**src/hdl/ult_pkg.sv**
```systemverilog
//
// Purpose: constants and carrier types for the port link timer block
// Assumes: core clock of 125 MHz, synchronous active-low reset
// Notes:   timeouts are given in ns; cycle counts derive from the clock period
//
// Behaviour
// - wait 10us, not 3us, for header acknowledgement
// - turnaround exceeded blocks link communication start
// - initiator timer runs awaiting low-power response
// - acceptor timer runs during entry handshake
// - exit timer bounds U1/U2 exit sequence
// - all three power timer limits raised
// - connected, suspended, wake enabled, mask uncleared sends wake
// - extended behaviour present from revision C on
//
package ult_pkg;

  // ===========================================================
  // timing
  localparam int unsigned CLK_PERIOD_NS     = 8;
  localparam int unsigned HP_LEGACY_NS      = 3000;
  localparam int unsigned HP_EXT_NS         = 10000;
  localparam int unsigned LPM_INIT_LEG_NS   = 6000;
  localparam int unsigned LPM_INIT_EXT_NS   = 12000;
  localparam int unsigned LPM_ACC_LEG_NS    = 6000;
  localparam int unsigned LPM_ACC_EXT_NS    = 12000;
  localparam int unsigned LPM_EXIT_LEG_NS   = 6000;
  localparam int unsigned LPM_EXIT_EXT_NS   = 12000;
  // all waits round down to whole cycles
  localparam int unsigned HP_LEGACY_CYC     = HP_LEGACY_NS / CLK_PERIOD_NS;
  localparam int unsigned HP_EXT_CYC        = HP_EXT_NS / CLK_PERIOD_NS;
  localparam int unsigned LPM_INIT_LEG_CYC  = LPM_INIT_LEG_NS / CLK_PERIOD_NS;
  localparam int unsigned LPM_INIT_EXT_CYC  = LPM_INIT_EXT_NS / CLK_PERIOD_NS;
  localparam int unsigned LPM_ACC_LEG_CYC   = LPM_ACC_LEG_NS / CLK_PERIOD_NS;
  localparam int unsigned LPM_ACC_EXT_CYC   = LPM_ACC_EXT_NS / CLK_PERIOD_NS;
  localparam int unsigned LPM_EXIT_LEG_CYC  = LPM_EXIT_LEG_NS / CLK_PERIOD_NS;
  localparam int unsigned LPM_EXIT_EXT_CYC  = LPM_EXIT_EXT_NS / CLK_PERIOD_NS;
  localparam int unsigned CNT_W             = 12;

  // ===========================================================
  // revision gate
  localparam logic [3:0]  REV_C             = 4'h2;

  // ===========================================================
  // types
  typedef enum logic [2:0] {
    LS_ACTIVE   = 3'b000,
    LS_REQ_WAIT = 3'b001,
    LS_ACC_HS   = 3'b010,
    LS_LOW      = 3'b011,
    LS_EXIT     = 3'b100
  } ult_lstate_t;

  typedef struct packed {
    logic hp_fail;
    logic init_tmo;
    logic acc_tmo;
    logic exit_tmo;
  } ult_events_t;

endpackage : ult_pkg

```
**src/hdl/ult_port_timers.sv**
```systemverilog
//
// Purpose: header packet turnaround, link power timers and auto remote wake
// Assumes: all inputs synchronous to clk_sys_i; one port
// Notes:   limits chosen per silicon revision strap sampled each cycle
//
`timescale 1ns/1ps
`default_nettype none

module ult_port_timers
  import ult_pkg::*;
(
  // clock and reset
  input  wire logic        clk_sys_i,
  input  wire logic        rstn_i,
  // silicon revision
  input  wire logic [3:0]  rev_i,
  // header packet turnaround
  input  wire logic        hp_sent_i,
  input  wire logic        hp_ack_i,
  // low-power entry, initiator side
  input  wire logic        lp_req_send_i,
  input  wire logic        lp_resp_i,
  // low-power entry, acceptor side
  input  wire logic        lp_req_accept_i,
  input  wire logic        lp_hs_done_i,
  // low-power exit
  input  wire logic        lp_exit_start_i,
  input  wire logic        lp_exit_done_i,
  // suspend and wake
  input  wire logic        port_connected_i,
  input  wire logic        port_suspended_i,
  input  wire logic        remote_wake_en_i,
  input  wire logic        conn_change_mask_i,
  // outputs
  output logic             link_comm_en_o,
  output logic             link_low_power_o,
  output logic             wake_up_o,
  output ult_events_t      events_o
);

  // ===========================================================
  // limit selection
  logic                    ext_q;
  logic        [CNT_W-1:0] hp_lim;
  logic        [CNT_W-1:0] init_lim;
  logic        [CNT_W-1:0] acc_lim;
  logic        [CNT_W-1:0] exit_lim;

  always_ff @(posedge clk_sys_i)
  begin
    if (!rstn_i)
      ext_q <= 1'b0;
    else
      ext_q <= (rev_i >= REV_C);
  end

  assign hp_lim   = ext_q ? CNT_W'(HP_EXT_CYC) : CNT_W'(HP_LEGACY_CYC);
  assign init_lim = ext_q ? CNT_W'(LPM_INIT_EXT_CYC) : CNT_W'(LPM_INIT_LEG_CYC);
  assign acc_lim  = ext_q ? CNT_W'(LPM_ACC_EXT_CYC) : CNT_W'(LPM_ACC_LEG_CYC);
  assign exit_lim = ext_q ? CNT_W'(LPM_EXIT_EXT_CYC) : CNT_W'(LPM_EXIT_LEG_CYC);

  // ===========================================================
  // header packet turnaround
  logic                    hp_run_q;
  logic        [CNT_W-1:0] hp_cnt_q;
  logic                    hp_expire;

  assign hp_expire = hp_run_q && !hp_ack_i && (hp_cnt_q >= hp_lim - 1'b1);

  always_ff @(posedge clk_sys_i)
  begin
    if (!rstn_i)
    begin
      hp_run_q <= 1'b0;
      hp_cnt_q <= '0;
    end
    else if (hp_run_q)
    begin
      hp_run_q <= !(hp_ack_i || hp_expire);
      hp_cnt_q <= hp_cnt_q + 1'b1;
    end
    else if (hp_sent_i && link_comm_en_o)
    begin
      hp_run_q <= 1'b1;
      hp_cnt_q <= '0;
    end
  end

  always_ff @(posedge clk_sys_i)
  begin
    if (!rstn_i)
      link_comm_en_o <= 1'b1;
    else if (hp_expire)
      link_comm_en_o <= 1'b0;
  end

  // ===========================================================
  // link power state machine, one shared counter
  ult_lstate_t             ls_q;
  ult_lstate_t             ls_d;
  logic        [CNT_W-1:0] pm_cnt_q;
  logic        [CNT_W-1:0] pm_lim;
  logic                    pm_expire;
  logic                    pm_timing;
  logic                    init_tmo;
  logic                    acc_tmo;
  logic                    exit_tmo;

  assign pm_lim    = (ls_q == LS_REQ_WAIT) ? init_lim :
                     (ls_q == LS_ACC_HS)   ? acc_lim  : exit_lim;
  assign pm_timing = (ls_q == LS_REQ_WAIT) || (ls_q == LS_ACC_HS) || (ls_q == LS_EXIT);
  assign pm_expire = pm_timing && (pm_cnt_q >= pm_lim - 1'b1);
  assign init_tmo  = (ls_q == LS_REQ_WAIT) && pm_expire && !lp_resp_i;
  assign acc_tmo   = (ls_q == LS_ACC_HS) && pm_expire && !lp_hs_done_i;
  assign exit_tmo  = (ls_q == LS_EXIT) && pm_expire && !lp_exit_done_i;

  always_comb
  begin
    ls_d = ls_q;
    case (ls_q)
      LS_ACTIVE:
        if (lp_req_send_i)
          ls_d = LS_REQ_WAIT;
        else if (lp_req_accept_i)
          ls_d = LS_ACC_HS;
      LS_REQ_WAIT:
        if (lp_resp_i)
          ls_d = LS_LOW;
        else if (init_tmo)
          ls_d = LS_ACTIVE;
      LS_ACC_HS:
        if (lp_hs_done_i)
          ls_d = LS_LOW;
        else if (acc_tmo)
          ls_d = LS_ACTIVE;
      LS_LOW:
        if (lp_exit_start_i)
          ls_d = LS_EXIT;
      // exit timeout also lands in active; recovery is the caller's job
      LS_EXIT:
        if (lp_exit_done_i || exit_tmo)
          ls_d = LS_ACTIVE;
      default:
        ls_d = LS_ACTIVE;
    endcase
  end

  always_ff @(posedge clk_sys_i)
  begin
    if (!rstn_i)
    begin
      ls_q     <= LS_ACTIVE;
      pm_cnt_q <= '0;
    end
    else
    begin
      ls_q     <= ls_d;
      pm_cnt_q <= (ls_d != ls_q) ? '0 : (pm_timing ? pm_cnt_q + 1'b1 : '0);
    end
  end

  always_ff @(posedge clk_sys_i)
  begin
    if (!rstn_i)
    begin
      link_low_power_o <= 1'b0;
      events_o         <= '0;
    end
    else
    begin
      link_low_power_o <= (ls_d == LS_LOW);
      events_o         <= '{hp_fail: hp_expire, init_tmo: init_tmo,
                            acc_tmo: acc_tmo, exit_tmo: exit_tmo};
    end
  end

  // ===========================================================
  // automatic remote wake
  logic                    wake_cond;
  logic                    wake_cond_q;

  assign wake_cond = ext_q && port_connected_i && port_suspended_i
                     && remote_wake_en_i && conn_change_mask_i;

  always_ff @(posedge clk_sys_i)
  begin
    if (!rstn_i)
    begin
      wake_cond_q <= 1'b0;
      wake_up_o   <= 1'b0;
    end
    else
    begin
      wake_cond_q <= wake_cond;
      wake_up_o   <= wake_cond && !wake_cond_q;
    end
  end

  // exit bounded
  // own age counter: the exit limit is far beyond a cheap delay range
  logic        [CNT_W-1:0] exit_age_q;

  always_ff @(posedge clk_sys_i)
  begin
    if (!rstn_i)
      exit_age_q <= '0;
    else if (ls_q == LS_EXIT)
      exit_age_q <= exit_age_q + 1'b1;
    else
      exit_age_q <= '0;
  end
endmodule : ult_port_timers

`default_nettype wire

```
**config.mk**
```make
export PLATFORM = sky130hd
export DESIGN_NAME = ult_port_timers
export DESIGN_NICKNAME = d
export VERILOG_FILES = /design/src/hdl/ult_pkg.sv /design/src/hdl/ult_port_timers.sv
export SDC_FILE = /design/constraint.sdc
export NUM_CORES = 1
export LEC_CHECK = 0
export ABC_CLOCK_PERIOD_IN_PS = 5700
export BUFFER_PORTS_ARGS = -buffer_cell sky130_fd_sc_hd__buf_2
export CAP_MARGIN = 20
export CORE_MARGIN = 2
export CORE_UTILIZATION = 50
export DETAILED_ROUTE_END_ITERATION = 7
export PLACE_DENSITY = 0.66
export SLEW_MARGIN = 20
export SYNTH_ARGS = -nofsm -noshare
export SYNTH_HDL_FRONTEND = slang
export SYNTH_SLANG_ARGS = --single-unit
```
**constraint.sdc**
```tcl
create_clock -name clk_sys_i -period 5.7 [get_ports clk_sys_i]
set_input_delay 0.285 -clock clk_sys_i [delete_from_list [all_inputs] [get_ports clk_sys_i]]
set_output_delay 0.285 -clock clk_sys_i [all_outputs]
set_load 0.005 [all_outputs]
```
# Yosys cells after proc, flatten, opt, wreduce, memory -nomap -nowiden
# Index checks and enable logic that the tools add are counted.
dict set report classes {
  addsub 4
  n_mul 0
  div 0
  order_cmp 3
  n_eq_ne 6
  shift 0
  muxes 15
  bitwise 2
  reduce_logical 28
}
# op n
set ops {}
lappend ops {{adder 12 x 1 -> 12 bit, second input constant} 2}
lappend ops {{greater-or-equal comparator 12 bit} 2}
lappend ops {{two-way mux 12 bit} 2}
lappend ops {{two-way mux 3 bit} 8}
lappend ops {{subtractor 11 x 1 -> 12 bit, second input constant} 2}
lappend ops {{two-way mux 11 bit} 2}
lappend ops {{logical AND 1 bit} 15}
lappend ops {{case mux 3 bit (5 select lines)} 1}
lappend ops {{== test 3 x 2 -> 1 bit, second input constant} 3}
lappend ops {{logical NOT 1 bit} 6}
lappend ops {{greater-or-equal comparator 4 x 2 -> 1 bit, second input constant} 1}
lappend ops {{logical OR 1 bit} 4}
lappend ops {{== test 3 x 1 -> 1 bit, second input constant} 1}
lappend ops {{== test 3 bit, second input constant} 1}
lappend ops {{logical NOT 3 bit} 1}
lappend ops {{!= test 3 bit} 1}
lappend ops {{OR reduction 3 bit} 1}
lappend ops {{two-way mux 1 bit} 2}
lappend ops {{NOT 1 bit} 2}
lappend ops {{nonzero test 2 bit} 1}
dict set report word_totals {
  reg_bits 37
  latch_bits 0
  ramBits 0
  rom_bits 0
  memories 0
}

# Depth between registers and ports, before layout
# Gate-level depths: netlist (run 1).
dict set report logic_depth {
  ltp_word 11
  depth_mapped 8
}

# Worst setup path after synthesis (run 1)
# No wires, ideal clock.
dict set report synth_timing {
  path_kind {flip-flop to flip-flop}
  from {register ext_q}
  to {register pm_cnt_q[10]}
  setup_ns 0.062
  t_arrival_ns 1.918
  path_slack_ns 3.720
  path_stages_with_launch 9
  synth_period_minus_slack_ns 1.980
  path_cell_list {dfxtp_1 -> inv_1 -> ha_1 -> a311oi_1 -> o21ai_1 -> a21oi_4 -> o211ai_2 -> buf_6 -> nor2_2}
}
dict set report synth_between {
  elab_chain_cells 11
}
# element line
set synth_lines {}
lappend synth_lines {{from (decl)} ult_port_timers.sv:43} ;# logic ext_q;
lappend synth_lines {{from (signal assigned)} ult_port_timers.sv:54} ;# ext_q <= (rev_i >= REV_C);
lappend synth_lines {{two-way mux 11 bit (*)} {ult_port_timers.sv:58, ult_port_timers.sv:59, ult_port_timers.sv:60}}
lappend synth_lines {{subtractor 11 x 1 -> 12 bit (*)} ult_port_timers.sv:112} ;# assign pm_expire = pm_timing && (pm_cnt_q >= pm_lim - 1'b1);
lappend synth_lines {{greater-or-equal comparator 12 bit (*)} ult_port_timers.sv:112}
lappend synth_lines {{logical AND 1 bit (*)} ult_port_timers.sv:112}
lappend synth_lines {{logical AND 1 bit, on equally long branches (2 in a row)} {ult_port_timers.sv:114, ult_port_timers.sv:113, ult_port_timers.sv:115}}
lappend synth_lines {{two-way mux 3 bit, or another cell as far along} ult_port_timers.sv:134} ;# else if (acc_tmo)
lappend synth_lines {{two-way mux 3 bit, on equally long branches} {ult_port_timers.sv:132, ult_port_timers.sv:127, ult_port_timers.sv:141}}
lappend synth_lines {{case mux 3 bit (5 select lines) (*)} ult_port_timers.sv:120} ;# case (ls_q)
lappend synth_lines {{!= test 3 bit (*)} ult_port_timers.sv:158} ;# pm_cnt_q <= (ls_d != ls_q) ? '0 : (pm_timing ? pm_cnt_q + 1'b1 : '0);
lappend synth_lines {{OR reduction 3 bit (no line) (*)} --}
lappend synth_lines {{to (signal assigned)} ult_port_timers.sv:158}
lappend synth_lines {{to (decl)} ult_port_timers.sv:101} ;# logic [CNT_W-1:0] pm_cnt_q;
# Every way passes the cells marked *; elsewhere a longest branch is shown, timed or not.
# A chain may end at the register's enable or synchronous reset.

# Worst setup path after layout (run 1)
dict set report layout_timing {
  from {register ext_q}
  to {register pm_cnt_q[2]}
}
# The elaborated chain is that of the path after synthesis.

==> impl_results.html, run 1 <==
<table>
<tr><th>Metric</th><th>Value</th></tr>
<tr><th colspan="2">Yosys</th></tr>
<tr><td>Post-synthesis sequential area ratio</td><td>0.3668</td></tr>
<tr><td>Main synth FF type</td><td>dfxtp_1</td></tr>
<tr><td>Synthesized flop and latch total</td><td>37</td></tr>
<tr><td>Count of unique library cells instantiated by Yosys</td><td>50</td></tr>
<tr><td>YS warnings</td><td>0</td></tr>
<tr><td>Post-synth EDFFs</td><td>0</td></tr>
<tr><td>Asr flop ratio synth</td><td>0</td></tr>
<tr><td>Syn Nets</td><td>263</td></tr>
<tr><td>Mean post-synth cell area</td><td>8.819 sq um</td></tr>
<tr><td>Count of mapped cells out of synthesis</td><td>229</td></tr>
<tr><td>Post-Syn Area</td><td>0.002019 sq mm</td></tr>
<tr><th colspan="2">Setup path</th></tr>
<tr><td>Highest net fanout along the worst path</td><td>12</td></tr>
<tr><td>Critical R2R Launch</td><td>ext_q</td></tr>
<tr><td>Startpoint types</td><td>flop</td></tr>
<tr><td>Critical Setup Path Class</td><td>reg -&gt; reg</td></tr>
<tr><td>Worst reg2reg path depth</td><td>7</td></tr>
<tr><td>Data required time of the worst path</td><td>5850 ps</td></tr>
<tr><td>R2r endpoint</td><td>pm_cnt_q[2]</td></tr>
<tr><td>Endpoint class of the critical path</td><td>flop</td></tr>
<tr><td>Reg2reg setup slack</td><td>3090 ps</td></tr>
<tr><td>Worst endpoint data arrival time</td><td>2760 ps</td></tr>
<tr><th colspan="2">Die</th></tr>
<tr><td>Die width</td><td>67.55 um</td></tr>
<tr><td>Number of I/O pins</td><td>25</td></tr>
<tr><td>Placement row count</td><td>23</td></tr>
<tr><td>Core area</td><td>0.003943 sq mm</td></tr>
<tr><td>Starting Density</td><td>0.5122</td></tr>
<tr><td>Area of the die</td><td>0.004563 sq mm</td></tr>
<tr><td>Die Span Y</td><td>67.55 um</td></tr>
<tr><th colspan="2">Clock network</th></tr>
<tr><td>Skew-Pair Late Insertion Delay</td><td>290 ps</td></tr>
<tr><td>H-Tree Depth</td><td>2</td></tr>
<tr><td>Root Driver</td><td>clkbuf_8</td></tr>
<tr><td>CTS tree</td><td>built</td></tr>
<tr><td>Buffer count from post-CTS setup fixing</td><td>0</td></tr>
<tr><td>Maximum root-to-sink buffer count</td><td>2</td></tr>
<tr><td>Post-CTS resize count</td><td>0</td></tr>
<tr><td>TritonCTS buffer count</td><td>5</td></tr>
<tr><td>Clock sink count</td><td>37</td></tr>
<tr><td>Clock-pin slew of the registers on the worst-case setup and hold paths</td><td>70 ps</td></tr>
<tr><td>Hold-fix buffer count after cts</td><td>0</td></tr>
<tr><th colspan="2">Global routing</th></tr>
<tr><td>GRT Total Usage</td><td>0.1851</td></tr>
<tr><td>Wire length of the first global-routing pass</td><td>6458 um</td></tr>
<tr><td>Maximum number of pins on one net before global-route repair</td><td>17</td></tr>
<tr><td>Number of global-route vias before repair</td><td>1487</td></tr>
<tr><td>Global route total overflow</td><td>0</td></tr>
<tr><td>Number of antenna violations at the first check in global routing</td><td>0</td></tr>
<tr><th colspan="2">STA</th></tr>
<tr><td>Setup repair after global routing missed its margin</td><td>false</td></tr>
<tr><td>Headroom to the max-slew limit</td><td>0.4523</td></tr>
<tr><td>Final Hold Fails</td><td>0</td></tr>
<tr><td>Final setup violation count</td><td>0</td></tr>
<tr><td>Pins Over Slew Limit</td><td>0</td></tr>
<tr><td>Final critical-path share of the clock period</td><td>0.4585</td></tr>
<tr><td>Post-route minimum period</td><td>2613 ps</td></tr>
<tr><td>Transition time at the pin with the least slew margin</td><td>819.1 ps</td></tr>
<tr><td>Final total negative setup slack</td><td>0 ps</td></tr>
<tr><td>Clock tree skew after final layout</td><td>7.160 ps</td></tr>
<tr><td>Maximum operating frequency</td><td>0.3826 GHz</td></tr>
<tr><th colspan="2">Finish</th></tr>
<tr><td>Final antenna diode count</td><td>0</td></tr>
<tr><td>Fraction of final layout cells sized beyond drive strength 1</td><td>0.2087</td></tr>
<tr><td>End-of-flow core utilization</td><td>0.5706</td></tr>
<tr><td>Area growth from synthesis to final layout</td><td>11.40%</td></tr>
<tr><td>Nets@finish</td><td>287</td></tr>
<tr><th colspan="2">Detailed routing</th></tr>
<tr><td>Initial drt markers</td><td>88</td></tr>
<tr><td>Antenna-violating nets left</td><td>0</td></tr>
<tr><td>Via/cell ratio</td><td>5.414</td></tr>
<tr><td>First drt pass iteration count</td><td>4</td></tr>
<tr><td>Via count</td><td>1646</td></tr>
<tr><td>Routed Wire Length</td><td>3757 um</td></tr>
<tr><td>Routed wire per std cell</td><td>12.36 um</td></tr>
<tr><td># DRC</td><td>0</td></tr>
<tr><th colspan="2">Pwr</th></tr>
<tr><td>Flop pwr share</td><td>0.521</td></tr>
<tr><td>Net switching share of the total power</td><td>0.2529</td></tr>
<tr><td>Power density of the placed cells</td><td>237.5 mW/mm^2</td></tr>
<tr><td>P_sw</td><td>0.1351 mW</td></tr>
<tr><td>Leakage power summed over all cells</td><td>0.9170 nW</td></tr>
<tr><td>Portion of total power attributed to the clock network</td><td>0.371</td></tr>
<tr><td>Internal power</td><td>0.3992 mW</td></tr>
<tr><td>Highest ir drop seen on vdd</td><td>0.1409 mV</td></tr>
<tr><td>Logic gate share of total power</td><td>0.108</td></tr>
<tr><th colspan="2">Placement</th></tr>
<tr><td>GP Congestion</td><td>0.7445</td></tr>
<tr><td>IO buf count</td><td>23</td></tr>
<tr><td>Post-detailed-placement half-perimeter wirelength</td><td>2780 um</td></tr>
<tr><th colspan="2">Run status</th></tr>
<tr><td>Status</td><td>finished clean</td></tr>
<tr><th colspan="2">Hold path</th></tr>
<tr><td>Path class of the lowest-slack min-delay path</td><td>in -&gt; reg</td></tr>
<tr><td>Worst Hold Path EP</td><td>ext_q</td></tr>
<tr><td>Min-Delay Startpoint</td><td>rev_i[1]</td></tr>
<tr><td>Hold path cells</td><td>3</td></tr>
<tr><th colspan="2">Run</th></tr>
<tr><td>Maxcap violations</td><td>0</td></tr>
</table>
-- kinds of logic (layout without fill, tap and decap cells) --
family,Yosys count,in the layout,share of synthesized area
XOR/XNOR,12,12,0.05204
AND/OR/NAND/NOR,102,102,0.2856
adder cells (fa/ha/maj),16,16,0.09913
multiplexers,1,1,0.004957
AO/OA/AOI/OAI,45,45,0.1487
flip-flops,37,37,0.3668
buffers and inverters,16,41,0.04275
-- flip-flops by register name, indices dropped and copies added, names as in the netlist --
signal,count
ls_q,3
link_low_power_o,1
pm_cnt_q,12
link_comm_en_o,1
ext_q,1
events_o,4
wake_up_o,1
hp_cnt_q,12
wake_cond_q,1
hp_run_q,1
-- area by class of cell --
cell class,count,area [sq um]
Clock inverter,1,5.005
Clock buffer,7,96.34
Multi-Input combinational cell,176,1192
Tap cell,50,62.56
Fill cell,358,1693
Sequential cell,37,740.7
Timing Repair Buffer,23,115.1
Inverter,10,37.54
-- worst max-delay path, cell delays in order, from the launching register on --
cell and delay (ps):
dfxtp_1 580, inv_1 240, ha_1 350, nand3_1 70
o21ai_1 290, a21oi_4 150, o211ai_2 670, nor2_1 110
-- cells in the final DEF (no fill, tap or decap), types with 4 or more instances in the layout --
cell,instances
inv_1,10
or2_2,4
nand4_1,6
buf_2,23
ha_1,16
dfxtp_1,37
xor2_1,10
nor4_1,5
nor2_1,12
nand3_1,19
clkbuf_8,7
and3_1,6
a21oi_1,16
nand2_1,19
nor2_2,9
o21ai_0,9
-- layer usage --
metal,up-vias,global-route usage,part of all wire,routed length [um]
li1,873,-,-,-
met1,737,0.2443,0.51,1934
met2,30,0.2953,0.43,1612
met3,6,0.04000,0.040,149
met4,0,0.06888,0.016,60
met5,-,0,0,0
-- how the worst max path moves through the flow --
stage / start / to / slack [ps] / depth (start not counted)
2_1_floorplan: ext_q / pm_cnt_q[10] / 3720 / 8
3_3_place_gp: ext_q / pm_cnt_q[3] / 3050 / 7
3_5_place_dp: ext_q / pm_cnt_q[2] / 3040 / 7
4_1_cts: ext_q / pm_cnt_q[2] / 3030 / 7
5_1_grt: ext_q / pm_cnt_q[2] / 2910 / 7
6_report: ext_q / pm_cnt_q[2] / 3090 / 7
-- through the flow --
| stage | hold slack [ps] | power, mW | cell area [sq um] | setup WS (ps) | instances |
|---|---|---|---|---|---|
| final | 204.2 | 0.5343 | 2250 | 3087 | 304 |
| after floorplan | 361.7 | 0.3290 | 2019 | 3720 | 229 |
| after detailed placement | 390.7 | 0.3424 | 2148 | 3035 | 296 |
| after CTS | 200.8 | 0.5423 | 2250 | 3032 | 304 |
| after global placement | 384.1 | 0.3423 | 2148 | 3051 | 296 |
| after global routing | 232.8 | 0.5634 | 2250 | 2913 | 304 |
-- power by group through the flow --
stage	logic, mW	clock network, mW	registers, mW
4_1_cts	0.0586	0.206	0.278
5_1_grt	0.0661	0.218	0.280
2_1_floorplan	0.0523	0	0.277
3_3_place_gp	0.0579	0	0.284
3_5_place_dp	0.0583	0	0.284
6_report	0.0580	0.198	0.278
-- cells in the mapped netlist, types with 3 or more instances --
library cell / instances / area [sq um]
dfxtp_1: 37 / 740.7
nand2_1: 19 / 71.32
nand3_1: 19 / 95.09
a21oi_1: 16 / 80.08
ha_1: 16 / 200.2
nor2_1: 12 / 45.04
inv_1: 10 / 37.54
xor2_1: 10 / 87.58
nor2_2: 9 / 56.30
o21ai_0: 9 / 45.04
and3_1: 6 / 37.54
nand4_1: 6 / 37.54
nor4_1: 5 / 31.28
or2_2: 4 / 25.02
buf_6: 3 / 33.78
Note: power is estimated with default switching activity, not from simulation.
==> run 2, diff against run 1 <==
--- a/config.mk
+++ b/config.mk
@@ -5,7 +5,7 @@
 export SDC_FILE = /design/constraint.sdc
 export NUM_CORES = 1
 export LEC_CHECK = 0
-export ABC_CLOCK_PERIOD_IN_PS = 5700
+export ABC_CLOCK_PERIOD_IN_PS = 2700
 export BUFFER_PORTS_ARGS = -buffer_cell sky130_fd_sc_hd__buf_2
 export CAP_MARGIN = 20
 export CORE_MARGIN = 2
==> constraint.sdc (replaced) <==
create_clock -name clk_sys_i -period 2.7 [get_ports clk_sys_i]
set_input_delay 0.135 -clock clk_sys_i [delete_from_list [all_inputs] [get_ports clk_sys_i]]
set_output_delay 0.135 -clock clk_sys_i [all_outputs]
set_load 0.005 [all_outputs]
==> run 2 against run 1 <==
Global-route usage is 0.85 points higher; total power is 100% higher; non-clock buffer count is 1 higher; critical path depth stayed put; worst hold slack worse by 140 ps; combinational power is 120% higher; utilization is 0.35 points lower; register-to-register slack worse by 2800 ps.
==> impl_results.html, run 2 (same netlist as run 1, synthesis figures left out) <==
<table>
<tr><th>Metric</th><th>Value</th></tr>
<tr><th colspan="2">Detailed routing</th></tr>
<tr><td>Routed wire per std cell</td><td>12.60 um (+1.9%)</td></tr>
<tr><td>Top layer reached by signal wires</td><td>met4</td></tr>
<tr><td>Initial drt markers</td><td>80 (-9.1%)</td></tr>
<tr><td>Met3 wirelength from detailed routing</td><td>165 um (+11%)</td></tr>
<tr><td>Via count</td><td>1683 (+2.2%)</td></tr>
<tr><td>First drt pass iteration count</td><td>4 (unchanged)</td></tr>
<tr><td># DRC</td><td>0 (unchanged)</td></tr>
<tr><td>Met1 Wirelength</td><td>1977 um (+2.2%)</td></tr>
<tr><td>Antenna-violating nets left</td><td>0 (unchanged)</td></tr>
<tr><td>Via/cell ratio</td><td>5.518 (+1.9%)</td></tr>
<tr><td>Met2 routed wirelength</td><td>1639 um (+1.7%)</td></tr>
<tr><td>Routed Wire Length</td><td>3842 um (+2.3%)</td></tr>
<tr><th colspan="2">Pwr</th></tr>
<tr><td>Flop pwr share</td><td>0.542 (+0.021)</td></tr>
<tr><td>Logic gate share of total power</td><td>0.116 (+0.008)</td></tr>
<tr><td>Internal power</td><td>0.7965 mW (+100%)</td></tr>
<tr><td>Power density of the placed cells</td><td>483.6 mW/mm^2 (+100%)</td></tr>
<tr><td>P_sw</td><td>0.2847 mW (+110%)</td></tr>
<tr><td>Highest ir drop seen on vdd</td><td>0.3865 mV (+170%)</td></tr>
<tr><td>Leakage power summed over all cells</td><td>0.9071 nW (-1.1%)</td></tr>
<tr><td>Net switching share of the total power</td><td>0.2633 (+0.01038)</td></tr>
<tr><td>Portion of total power attributed to the clock network</td><td>0.341 (-0.030)</td></tr>
<tr><th colspan="2">Clock network</th></tr>
<tr><td>H-Tree Depth</td><td>2 (unchanged)</td></tr>
<tr><td>Root Driver</td><td>clkbuf_8</td></tr>
<tr><td>Maximum root-to-sink buffer count</td><td>2 (unchanged)</td></tr>
<tr><td>TritonCTS buffer count</td><td>5 (unchanged)</td></tr>
<tr><td>Clock-pin slew of the registers on the worst-case setup and hold paths</td><td>70 ps (about the same)</td></tr>
<tr><td>Hold-fix buffer count after cts</td><td>0 (unchanged)</td></tr>
<tr><td>Clock sink count</td><td>37 (unchanged)</td></tr>
<tr><td>Skew-Pair Late Insertion Delay</td><td>290 ps (about the same)</td></tr>
<tr><td>Buffer count from post-CTS setup fixing</td><td>0 (unchanged)</td></tr>
<tr><td>CTS tree</td><td>built</td></tr>
<tr><td>Post-CTS resize count</td><td>0 (unchanged)</td></tr>
<tr><th colspan="2">STA</th></tr>
<tr><td>Clock tree skew after final layout</td><td>4.693 ps (-2.466 ps)</td></tr>
<tr><td>Post-route minimum period</td><td>2406 ps (-207.6 ps)</td></tr>
<tr><td>Final total negative setup slack</td><td>0 ps (unchanged)</td></tr>
<tr><td>Maximum operating frequency</td><td>0.4157 GHz (+8.6%)</td></tr>
<tr><td>Transition time at the pin with the least slew margin</td><td>811.9 ps (-7.209 ps)</td></tr>
<tr><td>Final Hold Fails</td><td>0 (unchanged)</td></tr>
<tr><td>Headroom to the max-slew limit</td><td>0.4571 (+0.004820)</td></tr>
<tr><td>Post-route worst hold slack</td><td>61.75 ps (-142.4 ps)</td></tr>
<tr><td>Pins Over Slew Limit</td><td>0 (unchanged)</td></tr>
<tr><td>Setup repair after global routing missed its margin</td><td>false</td></tr>
<tr><td>Final setup violation count</td><td>0 (unchanged)</td></tr>
<tr><td>Final critical-path share of the clock period</td><td>0.8911 (+0.4326)</td></tr>
<tr><th colspan="2">Global routing</th></tr>
<tr><td>Wire length of the first global-routing pass</td><td>6630 um (+2.7%)</td></tr>
<tr><td>GRT Total Usage</td><td>0.1936 (+0.008488)</td></tr>
<tr><td>Number of antenna violations at the first check in global routing</td><td>0 (unchanged)</td></tr>
<tr><td>Maximum number of pins on one net before global-route repair</td><td>17 (unchanged)</td></tr>
<tr><td>Number of global-route vias before repair</td><td>1485 (-0.13%)</td></tr>
<tr><td>Global route total overflow</td><td>0 (unchanged)</td></tr>
<tr><th colspan="2">Setup path</th></tr>
<tr><td>Worst reg2reg path depth</td><td>7 (unchanged)</td></tr>
<tr><td>Data required time of the worst path</td><td>2850 ps (-3000 ps)</td></tr>
<tr><td>Highest net fanout along the worst path</td><td>12 (unchanged)</td></tr>
<tr><td>Reg2reg setup slack</td><td>290 ps (-2790 ps)</td></tr>
<tr><td>Worst endpoint data arrival time</td><td>2560 ps (-200 ps)</td></tr>
<tr><td>Endpoint class of the critical path</td><td>flop</td></tr>
<tr><td>Startpoint types</td><td>flop</td></tr>
<tr><td>Critical Setup Path Class</td><td>reg -&gt; reg</td></tr>
<tr><td>R2r endpoint</td><td>pm_cnt_q[2]</td></tr>
<tr><td>Critical R2R Launch</td><td>ext_q</td></tr>
<tr><th colspan="2">Die</th></tr>
<tr><td>Area of the die</td><td>0.004563 sq mm (unchanged)</td></tr>
<tr><td>Die Span Y</td><td>67.55 um (unchanged)</td></tr>
<tr><td>Placement row count</td><td>23 (unchanged)</td></tr>
<tr><td>Number of I/O pins</td><td>25 (unchanged)</td></tr>
<tr><td>Die width</td><td>67.55 um (unchanged)</td></tr>
<tr><td>Core area</td><td>0.003943 sq mm (unchanged)</td></tr>
<tr><td>Starting Density</td><td>0.5122 (unchanged)</td></tr>
<tr><th colspan="2">Placement</th></tr>
<tr><td>GP Congestion</td><td>0.7580 (+1.8%)</td></tr>
<tr><td>IO buf count</td><td>23 (unchanged)</td></tr>
<tr><td>Placed Instance Area</td><td>0.002156 sq mm (+0.35%)</td></tr>
<tr><td>Cell count after placement</td><td>297 (+0.34%)</td></tr>
<tr><td>Post-detailed-placement half-perimeter wirelength</td><td>2882 um (+3.7%)</td></tr>
<tr><th colspan="2">Run status</th></tr>
<tr><td>Status</td><td>finished clean</td></tr>
<tr><th colspan="2">Finish</th></tr>
<tr><td>Nets@finish</td><td>288 (+0.35%)</td></tr>
<tr><td>Non-Filler Cell Area, Final</td><td>0.002236 sq mm (-0.61%)</td></tr>
<tr><td>End-of-flow core utilization</td><td>0.5671 (-0.003491)</td></tr>
<tr><td>Fraction of final layout cells sized beyond drive strength 1</td><td>0.2000 (-0.008661)</td></tr>
<tr><td>Area growth from synthesis to final layout</td><td>10.72%</td></tr>
<tr><td>Final antenna diode count</td><td>0 (unchanged)</td></tr>
<tr><td>Number of fill cells</td><td>394 (+10%)</td></tr>
<tr><td>Number of standard cells in the layout, taps in and fillers out</td><td>305 (+0.33%)</td></tr>
<tr><td>Largest registers</td><td>hp_cnt_q x12, pm_cnt_q x12, events_o x4</td></tr>
<tr><td>Most frequent cells in the layout</td><td>dfxtp_1, buf_2, nand3_1, nand2_1</td></tr>
<tr><td>Leading cell type in the layout, fill and taps excluded</td><td>dfxtp_1</td></tr>
<tr><th colspan="2">Hold path</th></tr>
<tr><td>Worst Hold Path EP</td><td>ext_q</td></tr>
<tr><td>Hold path cells</td><td>3 (unchanged)</td></tr>
<tr><td>Path class of the lowest-slack min-delay path</td><td>in -&gt; reg</td></tr>
<tr><td>Min-Delay Startpoint</td><td>rev_i[1]</td></tr>
<tr><th colspan="2">Run</th></tr>
<tr><td>Maxcap violations</td><td>0 (unchanged)</td></tr>
</table>
-- run 2: changes by cell type in the layout (fill, tap and decap cells not counted), sizes merged --
cell / delta
buf: +1
clkbuf: +1
clkinv: -1
-- run 2: layout make-up --
cell class	instances	area, sq um	area share
Clock buffer	8	80.08	0.03581
Timing Repair Buffer	24	122.6	0.05484
Tap cell	50	62.56	0.02798
Sequential cell	37	740.7	0.3313
Multi-Input combinational cell	176	1192	0.5333
Inverter	10	37.54	0.01679
-- run 2: layer usage --
metal  vias to the layer above  GRT usage
met2                        31     0.2941
li1                        873          -
met1                       772     0.2574
met3                         7    0.05500
met4                         0    0.07653
met5                         -          0
-- run 2: stage by stage --
step           setup slack (ps)  power, mW
6_report                  294.1      1.081
5_1_grt                   91.25      1.135
4_1_cts                   208.1      1.090
3_5_place_dp              216.7     0.7251
3_3_place_gp              303.9     0.7240
2_1_floorplan             719.7     0.6947
-- run 2: worst max-delay path, cell delays in order, from the launching register on --
cell	delay [ps]
dfxtp_1	470
inv_1	180
ha_1	340
nand3_1	70
o21ai_1	290
a21oi_4	140
o211ai_2	670
nor2_1	100
-- run 2: worst max path at each step --
stage          startpoint  slack, ps  depth (start not counted)           end
6_report            ext_q        290                          7   pm_cnt_q[2]
5_1_grt             ext_q         90                          7   pm_cnt_q[2]
4_1_cts             ext_q        210                          7   pm_cnt_q[3]
3_5_place_dp        ext_q        220                          7   pm_cnt_q[3]
3_3_place_gp        ext_q        300                          7   pm_cnt_q[3]
2_1_floorplan       ext_q        720                          8  pm_cnt_q[10]
-- run 2: power by group through the flow --
stage | Combinational (mW) | Sequential, mW | Clock (mW)
floorplan | 0.110 | 0.584 | 0
global placement | 0.126 | 0.598 | 0
detailed placement | 0.127 | 0.599 | 0
CTS | 0.127 | 0.586 | 0.377
global route | 0.145 | 0.590 | 0.400
finish | 0.126 | 0.586 | 0.369
==> run 3, diff against run 2 <==
--- a/config.mk
+++ b/config.mk
@@ -5,11 +5,12 @@
 export SDC_FILE = /design/constraint.sdc
 export NUM_CORES = 1
 export LEC_CHECK = 0
-export ABC_CLOCK_PERIOD_IN_PS = 2700
+export ABC_CLOCK_PERIOD_IN_PS = 2330
 export BUFFER_PORTS_ARGS = -buffer_cell sky130_fd_sc_hd__buf_2
 export CAP_MARGIN = 20
 export CORE_MARGIN = 2
 export CORE_UTILIZATION = 50
+export CTS_BUF_LIST = sky130_fd_sc_hd__clkbuf_4 sky130_fd_sc_hd__clkbuf_8 sky130_fd_sc_hd__clkbuf_16
 export DETAILED_ROUTE_END_ITERATION = 7
 export PLACE_DENSITY = 0.66
 export SLEW_MARGIN = 20
==> constraint.sdc (replaced) <==
create_clock -name clk_sys_i -period 2.33 [get_ports clk_sys_i]
set_input_delay 0.1165 -clock clk_sys_i [delete_from_list [all_inputs] [get_ports clk_sys_i]]
set_output_delay 0.1165 -clock clk_sys_i [all_outputs]
set_load 0.005 [all_outputs]
==> run 3 against run 2 <==
Clock skew fell by 1.8 ps; total power rose by 19%; clock power rose by 26%; final area rose by 1.5%; flip-flop and latch count did not move; largest cell class unchanged; critical endpoint is now pm_cnt_q[11]; clock-buffer cell count did not move; maximum frequency rose by 12%; utilization rose by 0.86 points; highest routed layer unchanged; first-iteration DRC count rose by 54%; sequential share of layout area fell by 0.49 points.
==> impl_results.html, run 3 (same netlist as run 1, synthesis figures left out) <==
<table>
<tr><th>Metric</th><th>Value</th></tr>
<tr><th colspan="2">Die</th></tr>
<tr><td>Core area</td><td>0.003943 sq mm (unchanged)</td></tr>
<tr><td>Starting Density</td><td>0.5122 (unchanged)</td></tr>
<tr><td>Area of the die</td><td>0.004563 sq mm (unchanged)</td></tr>
<tr><td>Number of I/O pins</td><td>25 (unchanged)</td></tr>
<tr><td>Die width</td><td>67.55 um (unchanged)</td></tr>
<tr><td>Placement row count</td><td>23 (unchanged)</td></tr>
<tr><td>Die Span Y</td><td>67.55 um (unchanged)</td></tr>
<tr><th colspan="2">Global routing</th></tr>
<tr><td>Maximum number of pins on one net before global-route repair</td><td>17 (unchanged)</td></tr>
<tr><td>GRT Total Usage</td><td>0.1956 (+0.002009)</td></tr>
<tr><td>Wire length of the first global-routing pass</td><td>6713 um (+1.3%)</td></tr>
<tr><td>Number of global-route vias before repair</td><td>1534 (+3.3%)</td></tr>
<tr><td>Number of antenna violations at the first check in global routing</td><td>0 (unchanged)</td></tr>
<tr><td>Global route total overflow</td><td>0 (unchanged)</td></tr>
<tr><th colspan="2">Finish</th></tr>
<tr><td>Nets@finish</td><td>291 (+1.0%)</td></tr>
<tr><td>Fraction of final layout cells sized beyond drive strength 1</td><td>0.2209 (+0.02093)</td></tr>
<tr><td>Leading cell type in the layout, fill and taps excluded</td><td>dfxtp_1</td></tr>
<tr><td>End-of-flow core utilization</td><td>0.5757 (+0.008568)</td></tr>
<tr><td>Most frequent cells in the layout</td><td>dfxtp_1, buf_2, nand3_1, nand2_1</td></tr>
<tr><td>Final antenna diode count</td><td>0 (unchanged)</td></tr>
<tr><td>Largest registers</td><td>hp_cnt_q x12, pm_cnt_q x12, events_o x4</td></tr>
<tr><td>Area growth from synthesis to final layout</td><td>12.39%</td></tr>
<tr><td>Number of fill cells</td><td>359 (-8.9%)</td></tr>
<tr><th colspan="2">STA</th></tr>
<tr><td>Setup repair after global routing missed its margin</td><td>false</td></tr>
<tr><td>Final setup violation count</td><td>0 (unchanged)</td></tr>
<tr><td>Pins Over Slew Limit</td><td>0 (unchanged)</td></tr>
<tr><td>Final total negative setup slack</td><td>0 ps (unchanged)</td></tr>
<tr><td>Final Hold Fails</td><td>0 (unchanged)</td></tr>
<tr><td>Maximum operating frequency</td><td>0.4658 GHz (+12%)</td></tr>
<tr><td>Post-route minimum period</td><td>2147 ps (-258.9 ps)</td></tr>
<tr><td>Headroom to the max-slew limit</td><td>0.6902 (+0.2331)</td></tr>
<tr><td>Final critical-path share of the clock period</td><td>0.9214 (+0.03037)</td></tr>
<tr><td>Clock tree skew after final layout</td><td>2.914 ps (-1.779 ps)</td></tr>
<tr><td>Transition time at the pin with the least slew margin</td><td>464.0 ps (-347.9 ps)</td></tr>
<tr><th colspan="2">Clock network</th></tr>
<tr><td>Maximum root-to-sink buffer count</td><td>2 (unchanged)</td></tr>
<tr><td>Clock sink count</td><td>37 (unchanged)</td></tr>
<tr><td>CTS tree</td><td>built</td></tr>
<tr><td>H-Tree Depth</td><td>2 (unchanged)</td></tr>
<tr><td>TritonCTS buffer count</td><td>5 (unchanged)</td></tr>
<tr><td>Root Driver</td><td>clkbuf_8</td></tr>
<tr><td>Skew-Pair Late Insertion Delay</td><td>290 ps (about the same)</td></tr>
<tr><td>Hold-fix buffer count after cts</td><td>0 (unchanged)</td></tr>
<tr><td>Clock-pin slew of the registers on the worst-case setup and hold paths</td><td>70 ps (about the same)</td></tr>
<tr><th colspan="2">Pwr</th></tr>
<tr><td>Power density of the placed cells</td><td>569.2 mW/mm^2 (+18%)</td></tr>
<tr><td>Leakage power summed over all cells</td><td>0.9299 nW (+2.5%)</td></tr>
<tr><td>Highest ir drop seen on vdd</td><td>0.2587 mV (-33%)</td></tr>
<tr><th colspan="2">Placement</th></tr>
<tr><td>Post-detailed-placement half-perimeter wirelength</td><td>2758 um (-4.3%)</td></tr>
<tr><td>GP Congestion</td><td>0.7634 (+0.71%)</td></tr>
<tr><td>IO buf count</td><td>23 (unchanged)</td></tr>
<tr><th colspan="2">Detailed routing</th></tr>
<tr><td>Routed wire per std cell</td><td>12.29 um (-2.5%)</td></tr>
<tr><td>Routed Wire Length</td><td>3784 um (-1.5%)</td></tr>
<tr><td># DRC</td><td>0 (unchanged)</td></tr>
<tr><td>Via/cell ratio</td><td>5.448 (-1.3%)</td></tr>
<tr><td>Antenna-violating nets left</td><td>0 (unchanged)</td></tr>
<tr><td>Via count</td><td>1678 (-0.30%)</td></tr>
<tr><td>First drt pass iteration count</td><td>4 (unchanged)</td></tr>
<tr><td>Initial drt markers</td><td>123 (+54%)</td></tr>
<tr><th colspan="2">Setup path</th></tr>
<tr><td>Startpoint types</td><td>flop</td></tr>
<tr><td>CP max stage delay</td><td>480 ps (-190 ps)</td></tr>
<tr><td>Critical Setup Path Class</td><td>reg -&gt; reg</td></tr>
<tr><td>Worst path cell trace</td><td>inv_1 &gt; ha_1 &gt; a311oi_1 &gt; o21ai_1 &gt; a21oi_4 &gt; o211ai_2 &gt; buf_4 &gt; nor2_2</td></tr>
<tr><td>Endpoint class of the critical path</td><td>flop</td></tr>
<tr><td>Data required time of the worst path</td><td>2560 ps (-290 ps)</td></tr>
<tr><td>CP max-delay cell</td><td>dfxtp_1</td></tr>
<tr><td>Highest net fanout along the worst path</td><td>12 (unchanged)</td></tr>
<tr><td>Worst endpoint data arrival time</td><td>2380 ps (-180 ps)</td></tr>
<tr><th colspan="2">Run status</th></tr>
<tr><td>Status</td><td>finished clean</td></tr>
<tr><th colspan="2">Hold path</th></tr>
<tr><td>Path class of the lowest-slack min-delay path</td><td>in -&gt; reg</td></tr>
<tr><th colspan="2">Run</th></tr>
<tr><td>Maxcap violations</td><td>0 (unchanged)</td></tr>
</table>
-- run 3: cell types whose count changed in the layout (fill, tap and decap cells not counted) --
cell | previous run | this run
buf_4 | 1 | 4
clkbuf_1 | 3 | 0
clkbuf_4 | 0 | 3
-- run 3: report_power, final --
group          leakage [nW]  switching (mW)  total, mW  internal [mW]
Combinational         0.581          0.0831      0.148         0.0646
Clock                0.0498           0.217      0.464          0.247
Sequential            0.300          0.0321      0.680          0.648
Total                 0.930           0.332       1.29          0.960
-- run 3: cell type report --
type | instances | area (sq um) | area share
clock buffer | 8 | 91.34 | 0.04024
inverter | 10 | 37.54 | 0.01654
multi-input combinational | 176 | 1192 | 0.5254
sequential | 37 | 740.7 | 0.3263
tap | 50 | 62.56 | 0.02756
timing repair buffer | 27 | 145.1 | 0.06395
-- run 3: final timing paths --
path | start | to | slack (ps) | depth (start not counted)
worst min register to register | wake_cond_q | wake_up_o | 400 | 1
worst max register to register | ext_q | pm_cnt_q[11] | 180 | 8
worst max-delay path | ext_q | pm_cnt_q[11] | 180 | 8
worst min-delay path | rev_i[1] | ext_q | 40 | 3
-- run 3: what timing repair did --
item | CTS | global route
setup buffers | 0 | 2
endpoints found under the setup margin | 0 | 12
hold endpoints to repair | 0 | 0
gates resized for setup | 0 | 0
-- run 3: metal layers --
metal / part of all wire / GRT usage / vias to the layer above
met2: 0.43 / 0.2941 / 26
met4: 0.018 / 0.08418 / 0
li1: - / - / 881
met3: 0.042 / 0.05000 / 7
met1: 0.51 / 0.2639 / 764
met5: 0 / 0 / -
-- run 3: through the flow --
step	std cells	power (mW)	instance area [sq um]	hold WS, ps	setup slack [ps]
4_1_cts	306	1.310	2255	35.52	136.2
6_report	308	1.292	2270	43.24	183.1
3_3_place_gp	298	0.8402	2163	356.4	210.5
3_5_place_dp	298	0.8412	2163	340.5	154.4
5_1_grt	308	1.359	2270	55.56	18.47
2_1_floorplan	229	0.8050	2019	193.2	349.7
-- run 3: worst max-delay path, delay by kind of cell, from the launching register on --
family                   cells  cell delay, ps
AO/OA/AOI/OAI                4             760
buffers and inverters        2             410
AND/OR/NAND/NOR              1             110
flip-flops                   1             480
adder cells (fa/ha/maj)      1             340
